## config.mk

```make
export PLATFORM = sky130hd
export DESIGN_NAME = lcd_ctrl_regs
export DESIGN_NICKNAME = d
export VERILOG_FILES = /design/src/hw/lcd_ctrl_pkg.sv /design/src/hw/lcd_scan_timing.sv /design/src/hw/lcd_ctrl_regs.sv
export VERILOG_INCLUDE_DIRS = /design/src /design/src/hw
export SDC_FILE = /design/constraint.sdc
export NUM_CORES = 1
export LEC_CHECK = 0
export BUFFER_PORTS_ARGS = -buffer_cell sky130_fd_sc_hd__clkbuf_2
export CORE_ASPECT_RATIO = 1.75
export CORE_MARGIN = 2
export CORE_UTILIZATION = 52
export DETAILED_ROUTE_END_ITERATION = 6
export PLACE_DENSITY = 0.77
export SETUP_SLACK_MARGIN = 0.15
export SLEW_MARGIN = 20
export SYNTH_ARGS = -nofsm -noshare
export SYNTH_HDL_FRONTEND = slang
export SYNTH_SLANG_ARGS = --single-unit
```

## constraint.sdc

```tcl
create_clock -name pclk -period 1.9 [get_ports pclk]
set_clock_uncertainty 0.1 [all_clocks]
set_input_delay 0 -clock pclk [delete_from_list [all_inputs] [get_ports pclk]]
set_output_delay 0 -clock pclk [all_outputs]
set_load 0.01 [all_outputs]
```

## src/hw/lcd_ctrl_consts.svh

```systemverilog
// register indices, field positions and reset values of the lcd control block
`ifndef LCD_CTRL_CONSTS_SVH
`define LCD_CTRL_CONSTS_SVH

// register indices; byte address is four times the index
`define IDX_WHOLE_CHIP 8'h00
`define IDX_POWER_MODE 8'h04
`define IDX_SYS_STATUS 8'h05
`define IDX_ACT_RIGHT 8'h20
`define IDX_DISP_RIGHT 8'h21
`define IDX_ACT_BOTTOM 8'h30
`define IDX_DISP_BOTTOM 8'h31
`define IDX_ACT_LEFT 8'h40
`define IDX_DISP_LEFT 8'h41
`define IDX_ACT_TOP 8'h50
`define IDX_DISP_TOP 8'h51
`define IDX_CURSOR_COL 8'h60
`define IDX_CURSOR_ROW 8'h70
`define IDX_INT_SETUP 8'ha0
`define IDX_COL_CMP 8'hb0
`define IDX_ROW_CMP 8'hb1
`define IDX_CONTRAST 8'hd0
`define IDX_PATTERN 8'he0
`define IDX_FONT_CTRL 8'hf0

// interrupt setup and status fields
`define INT_KEY_FLAG 7
`define INT_TOUCH_FLAG 6
`define INT_COL_FLAG 5
`define INT_ROW_FLAG 4
`define INT_KEY_MASK 3
`define INT_TOUCH_MASK 2
`define INT_COL_MASK 1
`define INT_ROW_MASK 0

// contrast and font control fields
`define DAC_DISABLE_BIT 7
`define FONT_XFER_BIT 7
`define FONT_HALF_BIT 6
`define FONT_TYPE_LSB 4
`define FONT_FILL_BIT 3
`define FONT_ASCII_BIT 2
`define FONT_BLOCK_LSB 0

// power mode fields
`define PWR_OFF_BIT 0
`define PWR_GRAPH_BIT 1

// reset values
`define RST_WHOLE_CHIP 8'h00
`define RST_WIDTH_MAX 6'h27
`define RST_HEIGHT_MAX 8'hef
`define RST_ZERO6 6'h00
`define RST_ZERO8 8'h00
`define RST_DAC_DISABLE 1'h1
`define RST_DAC_CURRENT 5'h0f
`define RST_FONT_XFER 1'h1
`define RST_FONT_TYPE 2'h1
`define RST_FONT_BLOCK 2'h2
`define FONT_TYPE_GB256 2'h0

`endif

```

## src/hw/lcd_ctrl_pkg.sv

```systemverilog
// types shared by the lcd control block
package lcd_ctrl_pkg;
    typedef logic [7:0] byte_t;
    typedef enum logic {PWR_NORMAL, PWR_OFF} power_state_e;
endpackage : lcd_ctrl_pkg

```

## src/hw/lcd_scan_timing.sv

```systemverilog
// display timing generator feeding the external lcd driver
`timescale 1ns/100ps
`include "lcd_ctrl_consts.svh"
module lcd_scan_timing (
    input wire logic pclk,
    input wire logic presetn,
    input wire logic pclk_en,
    input wire logic run,
    input wire logic wide_bus,
    input wire logic [5:0] last_col,
    input wire logic [7:0] last_row,
    input wire logic [7:0] pixel,
    output logic frame_pulse,
    output logic line_latch_pulse,
    output logic first_line_marker,
    output logic [7:0] lcd_data
);
    logic [5:0] col_r;
    logic half_r;
    logic [7:0] row_r;
    logic line_end;

    // one byte per beat on the wide bus, two nibbles on the narrow one
    assign line_end = (col_r == last_col) && (wide_bus || half_r);

    always_ff @(posedge pclk or negedge presetn) begin
        if (!presetn) begin
            col_r <= 6'h00;
            half_r <= 1'b0;
            row_r <= 8'h00;
        end else if (pclk_en) begin
            if (!run) begin
                col_r <= 6'h00;
                half_r <= 1'b0;
                row_r <= 8'h00;
            end else if (line_end) begin
                col_r <= 6'h00;
                half_r <= 1'b0;
                row_r <= (row_r == last_row) ? 8'h00 : row_r + 8'h01;
            end else if (!wide_bus && !half_r) begin
                half_r <= 1'b1;
            end else begin
                half_r <= 1'b0;
                col_r <= col_r + 6'h01;
            end
        end
    end

    always_ff @(posedge pclk or negedge presetn) begin
        if (!presetn) begin
            frame_pulse <= 1'b0;
            line_latch_pulse <= 1'b0;
            first_line_marker <= 1'b0;
            lcd_data <= 8'h00;
        end else if (pclk_en) begin
            line_latch_pulse <= run && line_end;
            frame_pulse <= run && line_end && (row_r == last_row);
            first_line_marker <= run && (row_r == 8'h00);
            if (!run)
                lcd_data <= 8'h00;
            else if (wide_bus)
                lcd_data <= pixel;
            else
                lcd_data <= {4'h0, half_r ? pixel[3:0] : pixel[7:4]};
        end
    end
endmodule : lcd_scan_timing

```

## src/hw/lcd_ctrl_regs.sv

```systemverilog
// apb register bank with interrupt, contrast, font, window and power control
//
// Our own choice: register access over APB.
`timescale 1ns/100ps
`include "lcd_ctrl_consts.svh"
// Behaviour
// - status bit 7 shows key press, read-only
// - status bit 6 shows touch, read-only
// - bit 5 set when cursor column equals compare
// - bit 4 set when cursor row equals compare
// - bit 3 masks key interrupt and busy
// - bit 2 masks touch interrupt and busy
// - bit 1 masks column compare interrupt
// - bit 0 masks row compare interrupt
// - contrast bit 7 disables dac, resets one
// - five-bit dac current, resets to 0fh
// - dac current pin released when dac disabled
// - font bit 7 enables rom transfer
// - bit 6 picks lower rom half, type 00
// - bits 5:4 select font rom type
// - graphics mode: bit 3 starts pattern fill
// - text mode: bit 2 forces single-byte ascii decode
// - bits 1:0 select ascii font block
// - off mode left on whole-chip control write, touch, key
// - strap selects pll or external clock
// - timing outputs, strap sets 8/4-bit bus
module lcd_ctrl_regs (
    input wire logic pclk,
    input wire logic presetn,
    input wire logic pclk_en,
    input wire logic psel,
    input wire logic penable,
    input wire logic pwrite,
    input wire logic [9:0] paddr,
    input wire logic [31:0] pwdata,
    output logic [31:0] prdata,
    output logic pready,
    output logic pslverr,
    input wire logic key_detect,
    input wire logic touch_detect,
    input wire logic clock_source_strap,
    input wire logic driver_bus_width_strap,
    output logic irq,
    output logic busy_enable,
    output logic [4:0] dac_current_output,
    output logic dac_current_output_oe,
    output logic ext_clock_select,
    output logic font_xfer_enable,
    output logic font_lower_half,
    output logic [1:0] font_rom_type,
    output logic ascii_only,
    output logic [1:0] ascii_block,
    output logic fill_request,
    output logic [7:0] pattern_fill_value,
    output logic off_mode,
    output logic frame_pulse,
    output logic line_latch_pulse,
    output logic first_line_marker,
    output logic [7:0] lcd_data
);
    // ------------------------------------------------------------
    // bus decode
    // ------------------------------------------------------------
    function automatic logic is_mapped(input logic [7:0] idx);
        unique case (idx)
            `IDX_WHOLE_CHIP, `IDX_POWER_MODE, `IDX_SYS_STATUS, `IDX_ACT_RIGHT, `IDX_DISP_RIGHT,
            `IDX_ACT_BOTTOM, `IDX_DISP_BOTTOM, `IDX_ACT_LEFT, `IDX_DISP_LEFT, `IDX_ACT_TOP,
            `IDX_DISP_TOP, `IDX_CURSOR_COL, `IDX_CURSOR_ROW, `IDX_INT_SETUP, `IDX_COL_CMP,
            `IDX_ROW_CMP, `IDX_CONTRAST, `IDX_PATTERN, `IDX_FONT_CTRL: is_mapped = 1'b1;
            default: is_mapped = 1'b0;
        endcase
    endfunction : is_mapped

    logic [7:0] idx;
    logic hit;
    logic access;
    logic wr;
    logic [7:0] wd;

    assign idx = paddr[9:2];
    assign hit = (paddr[1:0] == 2'h0) && is_mapped(idx);
    assign access = psel && penable && pclk_en;
    assign wr = access && pwrite && hit;
    assign wd = pwdata[7:0];
    assign pready = pclk_en;
    assign pslverr = psel && penable && !hit;

    // ------------------------------------------------------------
    // registers
    // ------------------------------------------------------------
    logic [7:0] whole_chip_control_r;
    logic graph_mode_r;
    logic [5:0] act_right_r;
    logic [5:0] disp_right_r;
    logic [7:0] act_bottom_r;
    logic [7:0] disp_bottom_r;
    logic [5:0] act_left_r;
    logic [5:0] disp_left_r;
    logic [7:0] act_top_r;
    logic [7:0] disp_top_r;
    logic [5:0] cursor_col_r;
    logic [7:0] cursor_row_r;
    logic [3:0] int_mask_r;
    logic [5:0] col_cmp_r;
    logic [7:0] row_cmp_r;
    logic dac_disable_r;
    logic [4:0] dac_current_r;
    logic [7:0] pattern_r;
    logic [7:0] font_ctrl_r;

    always_ff @(posedge pclk or negedge presetn) begin
        if (!presetn) begin
            whole_chip_control_r <= `RST_WHOLE_CHIP;
            graph_mode_r <= 1'b0;
            act_right_r <= `RST_WIDTH_MAX;
            disp_right_r <= `RST_WIDTH_MAX;
            act_bottom_r <= `RST_HEIGHT_MAX;
            disp_bottom_r <= `RST_HEIGHT_MAX;
            act_left_r <= `RST_ZERO6;
            disp_left_r <= `RST_ZERO6;
            act_top_r <= `RST_ZERO8;
            disp_top_r <= `RST_ZERO8;
            cursor_col_r <= `RST_ZERO6;
            cursor_row_r <= `RST_ZERO8;
            col_cmp_r <= `RST_ZERO6;
            row_cmp_r <= `RST_ZERO8;
            pattern_r <= `RST_ZERO8;
        end else if (wr) begin
            unique case (idx)
                `IDX_WHOLE_CHIP: whole_chip_control_r <= wd;
                `IDX_POWER_MODE: graph_mode_r <= wd[`PWR_GRAPH_BIT];
                `IDX_ACT_RIGHT: act_right_r <= wd[5:0];
                `IDX_DISP_RIGHT: disp_right_r <= wd[5:0];
                `IDX_ACT_BOTTOM: act_bottom_r <= wd;
                `IDX_DISP_BOTTOM: disp_bottom_r <= wd;
                `IDX_ACT_LEFT: act_left_r <= wd[5:0];
                `IDX_DISP_LEFT: disp_left_r <= wd[5:0];
                `IDX_ACT_TOP: act_top_r <= wd;
                `IDX_DISP_TOP: disp_top_r <= wd;
                `IDX_CURSOR_COL: cursor_col_r <= wd[5:0];
                `IDX_CURSOR_ROW: cursor_row_r <= wd;
                `IDX_COL_CMP: col_cmp_r <= wd[5:0];
                `IDX_ROW_CMP: row_cmp_r <= wd;
                `IDX_PATTERN: pattern_r <= wd;
                default: ;
            endcase
        end
    end

    // interrupt masks; status bits of the same register are read-only
    always_ff @(posedge pclk or negedge presetn) begin
        if (!presetn)
            int_mask_r <= 4'h0;
        else if (wr && idx == `IDX_INT_SETUP)
            int_mask_r <= wd[3:0];
    end

    always_ff @(posedge pclk or negedge presetn) begin
        if (!presetn) begin
            dac_disable_r <= `RST_DAC_DISABLE;
            dac_current_r <= `RST_DAC_CURRENT;
        end else if (wr && idx == `IDX_CONTRAST) begin
            dac_disable_r <= wd[`DAC_DISABLE_BIT];
            dac_current_r <= wd[4:0];
        end
    end

    always_ff @(posedge pclk or negedge presetn) begin
        if (!presetn) begin
            font_ctrl_r <= {`RST_FONT_XFER, 1'b0, `RST_FONT_TYPE, 2'b00, `RST_FONT_BLOCK};
            fill_request <= 1'b0;
        end else if (pclk_en) begin
            fill_request <= wr && idx == `IDX_FONT_CTRL && wd[`FONT_FILL_BIT] && graph_mode_r;
            if (wr && idx == `IDX_FONT_CTRL)
                font_ctrl_r <= wd;
        end
    end

    // ------------------------------------------------------------
    // status flags
    // ------------------------------------------------------------
    logic key_r;
    logic touch_r;
    logic col_eq_r;
    logic row_eq_r;
    logic [3:0] status;

    always_ff @(posedge pclk or negedge presetn) begin
        if (!presetn) begin
            key_r <= 1'b0;
            touch_r <= 1'b0;
            col_eq_r <= 1'b0;
            row_eq_r <= 1'b0;
        end else if (pclk_en) begin
            key_r <= key_detect;
            touch_r <= touch_detect;
            col_eq_r <= (cursor_col_r == col_cmp_r);
            row_eq_r <= (cursor_row_r == row_cmp_r);
        end
    end

    assign status = {key_r, touch_r, col_eq_r, row_eq_r};

    always_ff @(posedge pclk or negedge presetn) begin
        if (!presetn)
            irq <= 1'b0;
        else if (pclk_en)
            irq <= |(status & int_mask_r);
    end

    assign busy_enable = |int_mask_r;

    // ------------------------------------------------------------
    // power mode and straps
    // ------------------------------------------------------------
    lcd_ctrl_pkg::power_state_e pwr_r;
    logic straps_taken_r;
    logic wide_bus_r;
    logic wake;

    assign wake = (wr && idx == `IDX_WHOLE_CHIP) || touch_r || key_r;

    always_ff @(posedge pclk or negedge presetn) begin
        if (!presetn)
            pwr_r <= lcd_ctrl_pkg::PWR_NORMAL;
        else if (pclk_en) begin
            unique case (pwr_r)
                lcd_ctrl_pkg::PWR_NORMAL:
                    if (wr && idx == `IDX_POWER_MODE && wd[`PWR_OFF_BIT])
                        pwr_r <= lcd_ctrl_pkg::PWR_OFF;
                lcd_ctrl_pkg::PWR_OFF:
                    if (wake)
                        pwr_r <= lcd_ctrl_pkg::PWR_NORMAL;
            endcase
        end
    end

    assign off_mode = (pwr_r == lcd_ctrl_pkg::PWR_OFF);

    // straps are caught once, on the first enabled edge after reset release
    always_ff @(posedge pclk or negedge presetn) begin
        if (!presetn) begin
            straps_taken_r <= 1'b0;
            ext_clock_select <= 1'b0;
            wide_bus_r <= 1'b0;
        end else if (pclk_en && !straps_taken_r) begin
            straps_taken_r <= 1'b1;
            ext_clock_select <= clock_source_strap;
            wide_bus_r <= driver_bus_width_strap;
        end
    end

    // ------------------------------------------------------------
    // read data
    // ------------------------------------------------------------
    logic [7:0] rd;

    always_comb begin
        rd = 8'h00;
        unique case (idx)
            `IDX_WHOLE_CHIP: rd = whole_chip_control_r;
            `IDX_POWER_MODE: rd = {6'h00, graph_mode_r, off_mode};
            `IDX_SYS_STATUS: rd = {5'h00, wide_bus_r, ext_clock_select, straps_taken_r};
            `IDX_ACT_RIGHT: rd = {2'h0, act_right_r};
            `IDX_DISP_RIGHT: rd = {2'h0, disp_right_r};
            `IDX_ACT_BOTTOM: rd = act_bottom_r;
            `IDX_DISP_BOTTOM: rd = disp_bottom_r;
            `IDX_ACT_LEFT: rd = {2'h0, act_left_r};
            `IDX_DISP_LEFT: rd = {2'h0, disp_left_r};
            `IDX_ACT_TOP: rd = act_top_r;
            `IDX_DISP_TOP: rd = disp_top_r;
            `IDX_CURSOR_COL: rd = {2'h0, cursor_col_r};
            `IDX_CURSOR_ROW: rd = cursor_row_r;
            `IDX_INT_SETUP: rd = {status, int_mask_r};
            `IDX_COL_CMP: rd = {2'h0, col_cmp_r};
            `IDX_ROW_CMP: rd = row_cmp_r;
            `IDX_CONTRAST: rd = {dac_disable_r, 2'h0, dac_current_r};
            `IDX_PATTERN: rd = pattern_r;
            `IDX_FONT_CTRL: rd = font_ctrl_r;
            default: rd = 8'h00;
        endcase
    end

    // data is captured in the setup cycle so the access cycle presents a flop
    always_ff @(posedge pclk or negedge presetn) begin
        if (!presetn)
            prdata <= 32'h0000_0000;
        else if (pclk_en && psel && !penable && !pwrite)
            prdata <= {24'h00_0000, hit ? rd : 8'h00};
    end

    // ------------------------------------------------------------
    // outputs to dac, font logic and display timing
    // ------------------------------------------------------------
    assign dac_current_output = dac_current_r;
    assign dac_current_output_oe = !dac_disable_r;
    assign font_xfer_enable = font_ctrl_r[`FONT_XFER_BIT];
    assign font_rom_type = font_ctrl_r[`FONT_TYPE_LSB +: 2];
    assign font_lower_half = font_ctrl_r[`FONT_HALF_BIT] && (font_rom_type == `FONT_TYPE_GB256);
    assign ascii_only = font_ctrl_r[`FONT_ASCII_BIT] && !graph_mode_r;
    assign ascii_block = font_ctrl_r[`FONT_BLOCK_LSB +: 2];
    assign pattern_fill_value = pattern_r;

    lcd_scan_timing u_timing (
        .pclk(pclk),
        .presetn(presetn),
        .pclk_en(pclk_en),
        .run(!off_mode && straps_taken_r),
        .wide_bus(wide_bus_r),
        .last_col(disp_right_r),
        .last_row(disp_bottom_r),
        .pixel(pattern_r),
        .frame_pulse(frame_pulse),
        .line_latch_pulse(line_latch_pulse),
        .first_line_marker(first_line_marker),
        .lcd_data(lcd_data)
    );

    // ------------------------------------------------------------
    // checks
    // ------------------------------------------------------------
    chk_key_flag: assert property (@(posedge pclk) disable iff (!presetn)
        presetn && pclk_en |=> status[3] == $past(key_detect))
        else $error("key flag does not follow key input");
    chk_touch_flag: assert property (@(posedge pclk) disable iff (!presetn)
        presetn && pclk_en |=> status[2] == $past(touch_detect))
        else $error("touch flag does not follow touch input");
    chk_col_compare: assert property (@(posedge pclk) disable iff (!presetn)
        presetn && pclk_en
        |=> col_eq_r == ($past(cursor_col_r) == $past(col_cmp_r)))
        else $error("column compare flag wrong");
    chk_row_compare: assert property (@(posedge pclk) disable iff (!presetn)
        presetn && pclk_en
        |=> row_eq_r == ($past(cursor_row_r) == $past(row_cmp_r)))
        else $error("row compare flag wrong");
    chk_irq_masking: assert property (@(posedge pclk) disable iff (!presetn)
        presetn && pclk_en |=> irq == |($past(status) & $past(int_mask_r)))
        else $error("interrupt does not follow masked status");
    chk_mask_write: assert property (@(posedge pclk) disable iff (!presetn)
        wr && idx == `IDX_INT_SETUP |=> int_mask_r == $past(wd[3:0]) && busy_enable == |$past(wd[3:0]))
        else $error("mask write not taken");
    chk_dac_release: assert property (@(posedge pclk) disable iff (!presetn)
        wr && idx == `IDX_CONTRAST && wd[`DAC_DISABLE_BIT] |=> !dac_current_output_oe)
        else $error("dac pin still driven when disabled");
    chk_fill_start: assert property (@(posedge pclk) disable iff (!presetn)
        $rose(fill_request) |-> $past(wr) && $past(idx) == `IDX_FONT_CTRL && $past(graph_mode_r)
        && $past(wd[`FONT_FILL_BIT]))
        else $error("fill request without graphics write");
    chk_wake_up: assert property (@(posedge pclk) disable iff (!presetn)
        pclk_en && off_mode && (touch_r || key_r) |=> !off_mode)
        else $error("off mode not left on wake event");
    chk_strap_clock: assert property (@(posedge pclk) disable iff (!presetn)
        presetn && pclk_en && !straps_taken_r |=> ext_clock_select == $past(clock_source_strap))
        else $error("clock strap not captured");
    chk_font_reset: assert property (@(posedge pclk)
        $rose(presetn) |-> font_ctrl_r == 8'h92 && dac_disable_r && dac_current_r == 5'h0f)
        else $error("font or contrast reset value wrong");
endmodule : lcd_ctrl_regs

```

==> impl_metrics.py, run 1 <==
metrics = {
    "cts": {
        "clock_sinks": 163,
        "h-tree-depth": 4,
        "clock_latency_ns": 0.44,
        "max-clock-path-buffers": 2,
        "path_clk_slew_ns": 0.07,
        "clock-root-buffer": "sky130_fd_sc_hd__clkbuf_16",
        "cts_made_buffers": 17,
        "cts_tree": "yes",
    },
    "min_path": {
        "hold_path_class": "primary input to async pin",
    },
    "detailed_routing": {
        "routed_wl_mm": 29.9,
        "drt_drc_violations_left": 0,
        "drtIter0Drc": 484,
        "detail_route.wl_per_cell_um": 26.9,
        "drtPass1Iterations": 5,
        "detailroute.via_count": 7097,
        "avgViaCountPerCell": 6.37,
        "antenna_left": 0,
    },
    "global_route": {
        "pin_count_of_the_biggest_net_entering_global_routing": 60,
        "grt.total_usage_pct": 35.4,
        "gr-usage-met2_pct": 60.6,
        "wire_length_of_the_first_global_routing_pass_mm": 44.7,
        "gr-total-overflow": 0,
        "via_count_of_the_first_global_routing_pass": 7395,
        "grt-busiest-layer": "met2",
        "grt_antenna_before_repair": 0,
        "grt_util_met3_pct": 4.37,
        "met1_usage_pct": 40.4,
    },
    "timing": {
        "fmaxAchievable_ghz": 0.517,
        "timing.final.setup_violations": 1,
        "max_slew_margin_pct": 59.6,
        "hold_viol": 0,
        "min_cycle_time_layout_ns": 1.93,
        "tightestPinTransition_ns": 0.607,
        "rsz_0062_raised_after_global_routing": "yes",
        "layout_setup_ws_ns": -0.0326,
        "setup_total_negative_slack_ns": -0.0326,
        "finalCritPeriodShare_pct": 102,
        "drv_slew": 0,
    },
    "finish": {
        "layout.cells.most_common_list": "sky130_fd_sc_hd__dfrtp_1 (132), sky130_fd_sc_hd__mux2_2 (131), sky130_fd_sc_hd__buf_4 (110)",
        "final_layout_size_suffix_gt1_share_pct": 48.0,
        "syn_to_final_growth_pct": 26.6,
        "antenna_cells_inserted": 0,
        "layout.cells.most_common": "sky130_fd_sc_hd__dfrtp_1",
        "nets": 967,
    },
    "logic_synthesis": {
        "synth.yosys.seq_area_share_pct": 48.8,
        "top_cells_by_area_in_the_synthesized_netlist": "sky130_fd_sc_hd__dfrtp_1 (39%), sky130_fd_sc_hd__mux2_2 (18%), sky130_fd_sc_hd__dfstp_2 (9.3%), sky130_fd_sc_hd__buf_4 (2.7%), sky130_fd_sc_hd__nand3_1 (2.3%)",
        "synth_cells": 731,
        "synth_top_area_cell": "sky130_fd_sc_hd__dfrtp_1",
        "postSynth.topFlopCell": "sky130_fd_sc_hd__dfrtp_1",
        "synth-seq-cells": 163,
        "area_of_the_mapped_netlist_um2": 8440,
        "ys_types": 65,
        "synth.top_cell.area_share_pct": 39.4,
        "postSynth.asyncResetShare_pct": 100,
        "syn-mean-instance-area_um2": 11.5,
        "ys.warnings.count": 0,
        "synth_edf_count": 0,
    },
    "job": {
        "max_cap_viol": 0,
    },
    "placed_design": {
        "place.detailed.hpwl_mm": 22.3,
        "finalWeightedCongestion": 1.01,
        "port-buffer-count": 74,
    },
    "floorplanning": {
        "die_width_um": 100,
        "fp.dieH_um": 173,
        "starting_density_pct": 53.2,
        "coreArea_um2": 15900,
        "rows": 61,
        "io_pins": 123,
        "floorplan.die_area_um2": 17300,
    },
    "power_and_ir_drop": {
        "worst_ir_drop_on_vdd_mv": 0.526,
        "power_density_nw_per_um2": 781,
        "post-layout-total-power_mw": 8.34,
        "p_leak_nw": 5.15,
    },
    "critical_path": {
        "startpoint_type": "flip-flop",
        "timing.setup.critical_path_class": "flip-flop to flip-flop",
        "data_arrival_critical_path_ns": 2.14,
        "timing.reg2reg.setup_slack_ns": -0.03,
        "critPathRequiredTime_ns": 2.11,
        "critical_path.endpoint_type": "flip-flop",
        "critical_path.max_fanout": 7,
    },
    "run_status": {
        "status": "complete, but fails checks",
        "failed_checks": "setup timing",
    },
}
-- Yosys cell counts, types with 2 or more instances --
cell type,n
sky130_fd_sc_hd__nand2_1,45
sky130_fd_sc_hd__nor2b_1,6
sky130_fd_sc_hd__or4_1,2
sky130_fd_sc_hd__ha_1,3
sky130_fd_sc_hd__nor2_1,20
sky130_fd_sc_hd__xnor2_1,16
sky130_fd_sc_hd__or2_2,2
sky130_fd_sc_hd__o221ai_1,2
sky130_fd_sc_hd__mux2_2,132
sky130_fd_sc_hd__a22oi_1,11
sky130_fd_sc_hd__dfstp_2,30
sky130_fd_sc_hd__nand3_1,38
sky130_fd_sc_hd__a21o_1,3
sky130_fd_sc_hd__a32o_1,8
sky130_fd_sc_hd__buf_4,30
sky130_fd_sc_hd__inv_1,8
sky130_fd_sc_hd__nor3_1,15
sky130_fd_sc_hd__o22ai_1,5
sky130_fd_sc_hd__nand2b_1,7
sky130_fd_sc_hd__and3_1,8
sky130_fd_sc_hd__o21ai_0,22
sky130_fd_sc_hd__a222oi_1,3
sky130_fd_sc_hd__xor2_1,18
sky130_fd_sc_hd__buf_2,6
sky130_fd_sc_hd__or3_1,5
sky130_fd_sc_hd__and2_1,11
sky130_fd_sc_hd__nor3b_1,2
sky130_fd_sc_hd__mux4_2,2
sky130_fd_sc_hd__clkinv_1,2
sky130_fd_sc_hd__a32oi_1,3
sky130_fd_sc_hd__o2bb2ai_1,7
sky130_fd_sc_hd__a22o_1,21
sky130_fd_sc_hd__a211oi_1,3
sky130_fd_sc_hd__a31oi_1,4
sky130_fd_sc_hd__clkbuf_1,29
sky130_fd_sc_hd__a21oi_1,8
sky130_fd_sc_hd__mux2i_1,9
sky130_fd_sc_hd__dfrtp_1,133
sky130_fd_sc_hd__nor4_1,3
sky130_fd_sc_hd__a221oi_1,2
sky130_fd_sc_hd__o211ai_1,3
sky130_fd_sc_hd__buf_1,3
sky130_fd_sc_hd__nand4_1,19
-- power by group --
group | leakage, nW | switching [mW] | internal, mW
Combinational | 2.75 | 0.727 | 0.517
Clock | 0.262 | 1.52 | 1.86
Sequential | 2.13 | 0.130 | 3.58
-- final timing paths --
| check | endpoint | cells after the start | startpoint |
|---|---|---|---|
| worst max register to register | u_timing.row_r[4] | 6 | disp_right_r[1] |
| worst min-delay path | font_ctrl_r[1] | 2 | presetn |
| min in group pclk | row_cmp_r[6] | 2 | pwdata[6] |
| worst min register to register | u_timing.lcd_data[0] | 1 | u_timing.lcd_data[0] |
| worst max-delay path | u_timing.row_r[4] | 6 | disp_right_r[1] |
| max in group asynchronous | wide_bus_r | 3 | presetn |
-- per-stage QoR --
stage               utilization [%]  cells  cell area, um^2  setup slack [ns]  hold WS, ns
global placement               61.9   1066             9830            -0.281       -0.215
global route                   67.3   1114            10700           -0.0789       0.0285
floorplan                         -    754             8610           -0.0751       -0.396
CTS                            66.6   1111            10600            0.0267       0.0101
finish                         67.3   1114            10700           -0.0326       0.0226
detailed placement             61.9   1066             9830            -0.320       -0.213
-- kinds of logic after synthesis --
kind of cell	Yosys count	share of synthesized area (%)
adders and majority gates	3	0.445
other	1	0.0444
xor gates and xnor gates	34	3.53
AOI/OAI and AO/OA	118	10.8
and+or+nand+nor	190	12.2
DFF	163	48.8
muxes	143	19.2
buffers and inverters	79	5.02
-- layout make-up --
class                           instances  area [um^2]
Clock buffer                           20          447
Clock inverter                         12          123
Fill cell                            1208         5190
Inverter                               10         37.5
Multi-Input combinational cell        512         4170
Sequential cell                       163         4120
Tap cell                              189          236
Timing Repair Buffer                  208         1550
-- repair_timing --
action | in CTS | in global routing
pin swaps | 8 | 23
buffers inserted | 5 | 3
gates cloned | 0 | 0
hold endpoints to repair | 172 | 0
hold buffers | 8 | 0
resized for setup | 15 | 25
endpoints found under the setup margin | 21 | 23
-- worst max-delay path, stage by stage (launching register included) --
cell	delay, ns
sky130_fd_sc_hd__dfstp_2	0.55
sky130_fd_sc_hd__xor2_1	0.07
sky130_fd_sc_hd__nor4_2	0.36
sky130_fd_sc_hd__a21bo_2	0.23
sky130_fd_sc_hd__nand2_2	0.12
sky130_fd_sc_hd__o21ai_0	0.30
sky130_fd_sc_hd__o21ai_2	0.09
-- routing by layer --
| metal | routed length [um] | vias up |
|---|---|---|
| li1 | - | 3024 |
| met1 | 10600 | 3595 |
| met2 | 15400 | 368 |
| met3 | 1580 | 110 |
| met4 | 2350 | 0 |
| met5 | 0 | - |
Note: power is estimated with default switching activity, not from simulation.
==> run 2, diff against run 1 <==
Settings changed: ABC_AREA set to 1, CORE_UTILIZATION 52 to 28, PLACE_DENSITY 0.77 to not set.
==> run 2 against run 1 <==
  * The flow now finishes without violations
  * Sequential power hardly changed
  * Non-clock buffer count is 20 lower
  * Wire length is 5.8% lower
  * First-iteration DRC count is 9.7% higher
  * Total power is 1.2% lower
  * Combinational power is 35% lower
  * Count of clock-buffer cells in the layout is 2 lower
  * Maximum frequency is 15% higher
  * Critical path type is now primary input to flip-flop
  * Largest power group unchanged
  * Highest routed layer unchanged
==> impl_metrics.py, run 2 <==
metrics = {
    "timing": {
        "hold-worst-slack_ns": 0.0206,
        "layout_setup_ws_ns": 0.222,
        "max_slew_margin_pct": 57.6,
        "drv_slew": 0,
        "hold_viol": 0,
        "min_cycle_time_layout_ns": 1.68,
        "fmaxAchievable_ghz": 0.596,
        "tightestPinTransition_ns": 0.635,
        "timing.final.setup_violations": 0,
        "rsz_0062_raised_after_global_routing": "yes",
        "finalCritPeriodShare_pct": 88.3,
    },
    "placed_design": {
        "preCtsSetupSlack_ns": -0.108,
        "port-buffer-count": 74,
        "place.detailed.hpwl_mm": 21.5,
        "finalWeightedCongestion": 0.955,
        "post_dp_cell_area_um2": 9600,
    },
    "cts": {
        "cts_made_buffers": 17,
        "cts_tree": "yes",
        "clock_latency_ns": 0.44,
        "path_clk_slew_ns": 0.07,
        "clock_sinks": 163,
        "clock-root-buffer": "sky130_fd_sc_hd__clkbuf_16",
        "max-clock-path-buffers": 2,
        "h-tree-depth": 4,
        "cts.repair_timing.setup_buffer_count": 0,
    },
    "logic_synthesis": {
        "top_cells_by_area_in_the_synthesized_netlist": "sky130_fd_sc_hd__dfrtp_1 (40%), sky130_fd_sc_hd__nand2_1 (11%), sky130_fd_sc_hd__dfstp_2 (9.6%), sky130_fd_sc_hd__o21ai_0 (8.6%), sky130_fd_sc_hd__inv_1 (6.7%)",
        "synth.top_cell.area_share_pct": 40.3,
        "synth-seq-cells": 163,
        "syn-mean-instance-area_um2": 8.04,
        "post_synth_most_frequent_cells": "sky130_fd_sc_hd__nand2_1 (246), sky130_fd_sc_hd__inv_1 (147), sky130_fd_sc_hd__o21ai_0 (142), sky130_fd_sc_hd__dfrtp_1 (133), sky130_fd_sc_hd__nor2_1 (79)",
        "synth.most_common_cell": "sky130_fd_sc_hd__nand2_1",
        "area_of_the_mapped_netlist_um2": 8250,
        "synth_top_area_cell": "sky130_fd_sc_hd__dfrtp_1",
        "postSynth.topFlopCell": "sky130_fd_sc_hd__dfrtp_1",
        "ys.warnings.count": 0,
        "synth_edf_count": 0,
        "postSynth.asyncResetShare_pct": 100,
        "synth.yosys.seq_area_share_pct": 49.9,
        "ys_types": 41,
        "synth_cells": 1026,
    },
    "finish": {
        "nets": 1248,
        "fillerInstances": 2997,
        "design_area_um2": 10400,
        "layout.cells.most_common": "sky130_fd_sc_hd__nand2_1",
        "layout.cells.most_common_list": "sky130_fd_sc_hd__nand2_1 (246), sky130_fd_sc_hd__inv_1 (145), sky130_fd_sc_hd__o21ai_0 (140)",
        "layout.core_utilization_pct": 35.7,
        "antenna_cells_inserted": 0,
        "syn_to_final_growth_pct": 26.3,
        "final_layout_size_suffix_gt1_share_pct": 21.8,
    },
    "power_and_ir_drop": {
        "p_leak_nw": 5.29,
        "worst_ir_drop_on_vdd_mv": 0.570,
        "post-layout-total-power_mw": 8.24,
        "power_density_nw_per_um2": 791,
    },
    "job": {
        "max_cap_viol": 0,
    },
    "critical_path": {
        "timing.setup.critical_path_class": "primary input to flip-flop",
        "critPathRequiredTime_ns": 2.18,
        "critical_path.max_fanout": 8,
        "data_arrival_critical_path_ns": 1.96,
        "startpoint_type": "primary input",
        "critical_path.endpoint_type": "flip-flop",
    },
    "detailed_routing": {
        "antenna_left": 0,
        "detailroute.via_count": 7525,
        "routed_wl_mm": 28.2,
        "avgViaCountPerCell": 4.74,
        "detail_route.wl_per_cell_um": 17.8,
        "drtIter0Drc": 531,
        "drtPass1Iterations": 5,
        "drt_drc_violations_left": 0,
    },
    "global_route": {
        "grt_antenna_before_repair": 0,
        "gr-total-overflow": 0,
        "via_count_of_the_first_global_routing_pass": 7458,
        "wire_length_of_the_first_global_routing_pass_mm": 42.8,
        "pin_count_of_the_biggest_net_entering_global_routing": 67,
        "grt.total_usage_pct": 18.5,
    },
    "floorplanning": {
        "rows": 83,
        "die_width_um": 134,
        "io_pins": 123,
        "floorplan.die_area_um2": 30900,
        "coreArea_um2": 29200,
        "fp.dieH_um": 231,
        "starting_density_pct": 28.3,
    },
    "run_status": {
        "status": "finished clean",
    },
    "min_path": {
        "hold_path_class": "primary input to flip-flop",
    },
}
==> run 2: cell count changes after synthesis, sizes merged, moves of 16 or more <==
cell,change
nand2,+205
inv,+141
mux2,-132
o21ai,+127
nor2,+72
o22ai,+41
a22o,-20
nand3,-16
==> run 2: what timing repair did <==
| item | 4_1_cts | 5_1_grt |
|---|---|---|
| hold endpoints to repair | 185 | 0 |
| resized for setup | 0 | 10 |
| hold buffers | 17 | 0 |
| setup endpoints to repair | 0 | 17 |
==> run 2: where the power goes <==
group | leakage [nW] | internal [mW] | switching, mW
Clock | 0.306 | 2.12 | 1.58
Sequential | 1.73 | 3.60 | 0.138
Combinational | 3.25 | 0.307 | 0.505
==> run 2: layout make-up <==
class                      instances  area (um^2)  area share, %
clock buffer                      18          429           4.12
sequential                       163         4120           39.5
inverter                         150          563           5.40
tap                              382          478           4.59
timing repair buffer             188         1350           12.9
multi-input combinational        673         3300           31.6
clock inverter                    14          190           1.82
==> run 2: logic make-up (layout without fill, tap and decap cells) <==
| group | count (synthesis) | in the layout | share of synthesized area [%] |
|---|---|---|---|
| other cells | 1 | 24 | 0.0455 |
| fa+ha+maj | 3 | 3 | 0.455 |
| simple gates | 390 | 391 | 20.0 |
| flops | 163 | 163 | 49.9 |
| xor+xnor | 21 | 21 | 2.23 |
| buf+inv | 214 | 370 | 11.5 |
| compound gates | 234 | 234 | 15.8 |
==> run 2: through the flow <==
stage               TNS [ns]  instances
floorplan                  0       1049
global placement       -1.52       1538
detailed placement     -4.57       1538
CTS                        0       1587
global route               0       1588
finish                     0       1588
==> run 2: final timing paths <==
path | slack, ns | to | start | depth (start not counted)
max | 0.22 | prdata[0] | pwrite | 8
min | 0.02 | act_bottom_r[5] | pwdata[5] | 3
max reg2reg | 0.23 | u_timing.row_r[4] | disp_bottom_r[0] | 8
min reg2reg | 0.38 | act_bottom_r[7] | act_bottom_r[7] | 2
max in group asynchronous | 1.18 | disp_bottom_r[1] | presetn | 3
min in group asynchronous | 0.08 | act_bottom_r[7] | presetn | 2
==> run 2: worst max-delay path: stages <==
cell and delay [ns]:
sky130_fd_sc_hd__dlygate4sd3_1 0.53, sky130_fd_sc_hd__clkbuf_2 0.12, sky130_fd_sc_hd__nor4_1 0.32, sky130_fd_sc_hd__clkinv_1 0.20
sky130_fd_sc_hd__nor2_1 0.39, sky130_fd_sc_hd__o21ai_0 0.19, sky130_fd_sc_hd__buf_4 0.17, sky130_fd_sc_hd__nand2_1 0.04
==> run 2: layer usage <==
| layer | GRT usage (%) | vias up | share of wire [%] |
|---|---|---|---|
| li1 | - | 3583 | - |
| met1 | 19.5 | 3596 | 36 |
| met2 | 33.2 | 274 | 52 |
| met3 | 2.84 | 72 | 5.2 |
| met4 | 12.9 | 0 | 6.9 |
| met5 | 0 | - | 0 |
==> run 3, diff against run 2 <==
Settings changed: CORE_MARGIN 2 to not set, PLACE_DENSITY_LB_ADDON set to 0.25.
==> run 3 against run 2 <==
  * Total power down 0.55%
  * Sequential power about the same
  * Clock power down 2%
  * Count of clock-buffer cells in the layout up 3
  * Via count about the same
  * Wire length up 4.1%
  * Critical path type is now flip-flop to flip-flop
  * Largest power group unchanged
==> impl_metrics.py, run 3 (synthesis results as in run 2) <==
metrics = {
    "run_status": {
        "status": "finished clean",
    },
    "timing": {
        "drv_slew": 0,
        "fmaxAchievable_ghz": 0.595,
        "setup_total_negative_slack_ns": 0,
        "rsz_0062_raised_after_global_routing": "yes",
        "tightestPinTransition_ns": 0.680,
        "min_cycle_time_layout_ns": 1.68,
        "timing.final.setup_violations": 0,
        "hold_viol": 0,
        "hold-worst-slack_ns": 0.00703,
        "finalCritPeriodShare_pct": 88.4,
        "max_slew_margin_pct": 54.7,
    },
    "cts": {
        "clock-root-buffer": "sky130_fd_sc_hd__clkbuf_16",
        "cts_made_buffers": 17,
        "max-clock-path-buffers": 2,
        "h-tree-depth": 4,
        "path_clk_slew_ns": 0.06,
        "clock_sinks": 163,
        "clock_latency_ns": 0.45,
        "cts_tree": "yes",
    },
    "finish": {
        "layout.cells.most_common_list": "sky130_fd_sc_hd__nand2_1 (245), sky130_fd_sc_hd__inv_1 (143), sky130_fd_sc_hd__o21ai_0 (139)",
        "syn_to_final_growth_pct": 27.3,
        "layout.cells.most_common": "sky130_fd_sc_hd__nand2_1",
        "final_layout_size_suffix_gt1_share_pct": 22.3,
        "nets": 1252,
        "antenna_cells_inserted": 0,
        "design_area_um2": 10500,
    },
    "global_route": {
        "grt.total_usage_pct": 20.3,
        "pin_count_of_the_biggest_net_entering_global_routing": 56,
        "grt_antenna_before_repair": 0,
        "wire_length_of_the_first_global_routing_pass_mm": 44.8,
        "via_count_of_the_first_global_routing_pass": 7324,
        "gr-total-overflow": 0,
    },
    "critical_path": {
        "critPathBufInv": 3,
        "worst_path_dominant_cell_family": "simple AND/OR/NAND/NOR gates",
        "worstPathCellList": "inv_1 -> o22ai_1 -> buf_4 -> nor3_1 -> nand2_1 -> o21ai_1 -> buf_4 -> nand2_1",
        "critical_path.endpoint_type": "flip-flop",
        "timing.setup.critical_path_class": "flip-flop to flip-flop",
        "critPathRequiredTime_ns": 2.13,
        "startpoint_type": "flip-flop",
        "critical_path.max_fanout": 2,
        "critical_path.slowest_cell": "sky130_fd_sc_hd__dfrtp_1",
        "data_arrival_critical_path_ns": 1.91,
        "critPathMaxStageDelay_ns": 0.39,
    },
    "power_and_ir_drop": {
        "clkPwrFrac_pct": 44.3,
        "power.internal_mw": 6.06,
        "power_share_of_the_sequential_group_pct": 45.6,
        "combinationalPowerShare_pct": 10.1,
        "worst_ir_drop_on_vdd_mv": 0.592,
        "p_leak_nw": 5.31,
        "sw_frac_of_total_pct": 26.1,
        "power_density_nw_per_um2": 781,
        "post-layout-total-power_mw": 8.20,
        "netSwitchingPower_mw": 2.14,
    },
    "detailed_routing": {
        "detail_route.wl_per_cell_um": 18.5,
        "routed_wl_mm": 29.4,
        "drtPass1Iterations": 6,
        "drtIter0Drc": 558,
        "avgViaCountPerCell": 4.73,
        "antenna_left": 0,
        "drt_drc_violations_left": 0,
        "detailroute.via_count": 7519,
    },
    "job": {
        "max_cap_viol": 0,
    },
    "floorplanning": {
        "rows": 82,
        "floorplan.die_area_um2": 30200,
        "die_width_um": 132,
        "fp.dieH_um": 229,
        "io_pins": 123,
        "starting_density_pct": 28.6,
        "coreArea_um2": 28800,
    },
    "placed_design": {
        "post_dp_cell_area_um2": 9630,
        "finalWeightedCongestion": 0.878,
        "port-buffer-count": 74,
        "place.detailed.hpwl_mm": 22.1,
    },
    "min_path": {
        "hold_path_class": "primary input to flip-flop",
    },
}
==> run 3: changes by cell type in the layout (fill, tap and decap cells not counted), sizes merged, moves of 2 or more <==
| cell | delta |
|---|---|
| clkinv | +2 |
| buf | +2 |
| dlygate4sd3 | +3 |
| clkbuf | +3 |
| inv | -6 |
==> run 3: final timing paths <==
path / from / endpoint / slack [ns] / cells after the start
max reg2reg: disp_right_r[3] / prdata[3] / 0.22 / 8
max: disp_right_r[3] / prdata[3] / 0.22 / 8
min reg2reg: act_right_r[5] / act_right_r[5] / 0.38 / 2
max in group asynchronous: presetn / dac_disable_r / 0.57 / 4
min in group asynchronous: presetn / row_cmp_r[4] / 0.43 / 3
min: pwrite / prdata[1] / 0.007 / 6
==> run 3: routing by layer <==
layer	GRT usage [%]	share of wire, %	routed length [um]	up-vias
li1	-	-	-	3596
met1	21.9	37	10800	3555
met2	35.9	52	15200	291
met3	3.85	5.0	1450	77
met4	13.6	6.4	1890	0
met5	0	0	0	-
==> run 3: metrics by stage <==
step                utilization (%)  std cells  setup WS, ns
floorplan                         -       1049         0.199
global placement               33.4       1534        -0.157
detailed placement             33.4       1534        -0.151
CTS                            36.2       1585         0.162
global route                   36.4       1588        0.0961
finish                         36.4       1588         0.220
==> run 3: timing repair <==
| action | CTS | global route |
|---|---|---|
| gates resized for setup | 1 | 19 |
| hold buffers | 19 | 0 |
| endpoints found under the setup margin | 7 | 36 |
| pin swaps | 0 | 6 |
| endpoints found under the hold margin | 212 | 0 |
| setup buffers | 0 | 3 |
==> run 3: layout make-up <==
cell class / count / area, um^2
Inverter: 150 / 563
Timing Repair Buffer: 193 / 1430
Clock inverter: 11 / 151
Sequential cell: 163 / 4120
Tap cell: 378 / 473
Multi-Input combinational cell: 672 / 3310
Fill cell: 3013 / 18300
Clock buffer: 21 / 460
==> run 3: worst register-to-register path: stages (launching register included) <==
cell,delay (ns)
sky130_fd_sc_hd__dfrtp_1,0.39
sky130_fd_sc_hd__inv_1,0.10
sky130_fd_sc_hd__o22ai_1,0.09
sky130_fd_sc_hd__buf_4,0.16
sky130_fd_sc_hd__nor3_1,0.20
sky130_fd_sc_hd__nand2_1,0.18
sky130_fd_sc_hd__o21ai_1,0.17
sky130_fd_sc_hd__buf_4,0.12
sky130_fd_sc_hd__nand2_1,0.05
==> run 3: power by group through the flow <==
stage	clock network, mW	registers [mW]	logic, mW
after floorplan	0	3.76	0.476
after global placement	0	3.79	0.766
after detailed placement	0	3.79	0.775
after CTS	3.70	3.73	0.815
after global routing	3.82	3.75	0.933
final	3.63	3.74	0.828
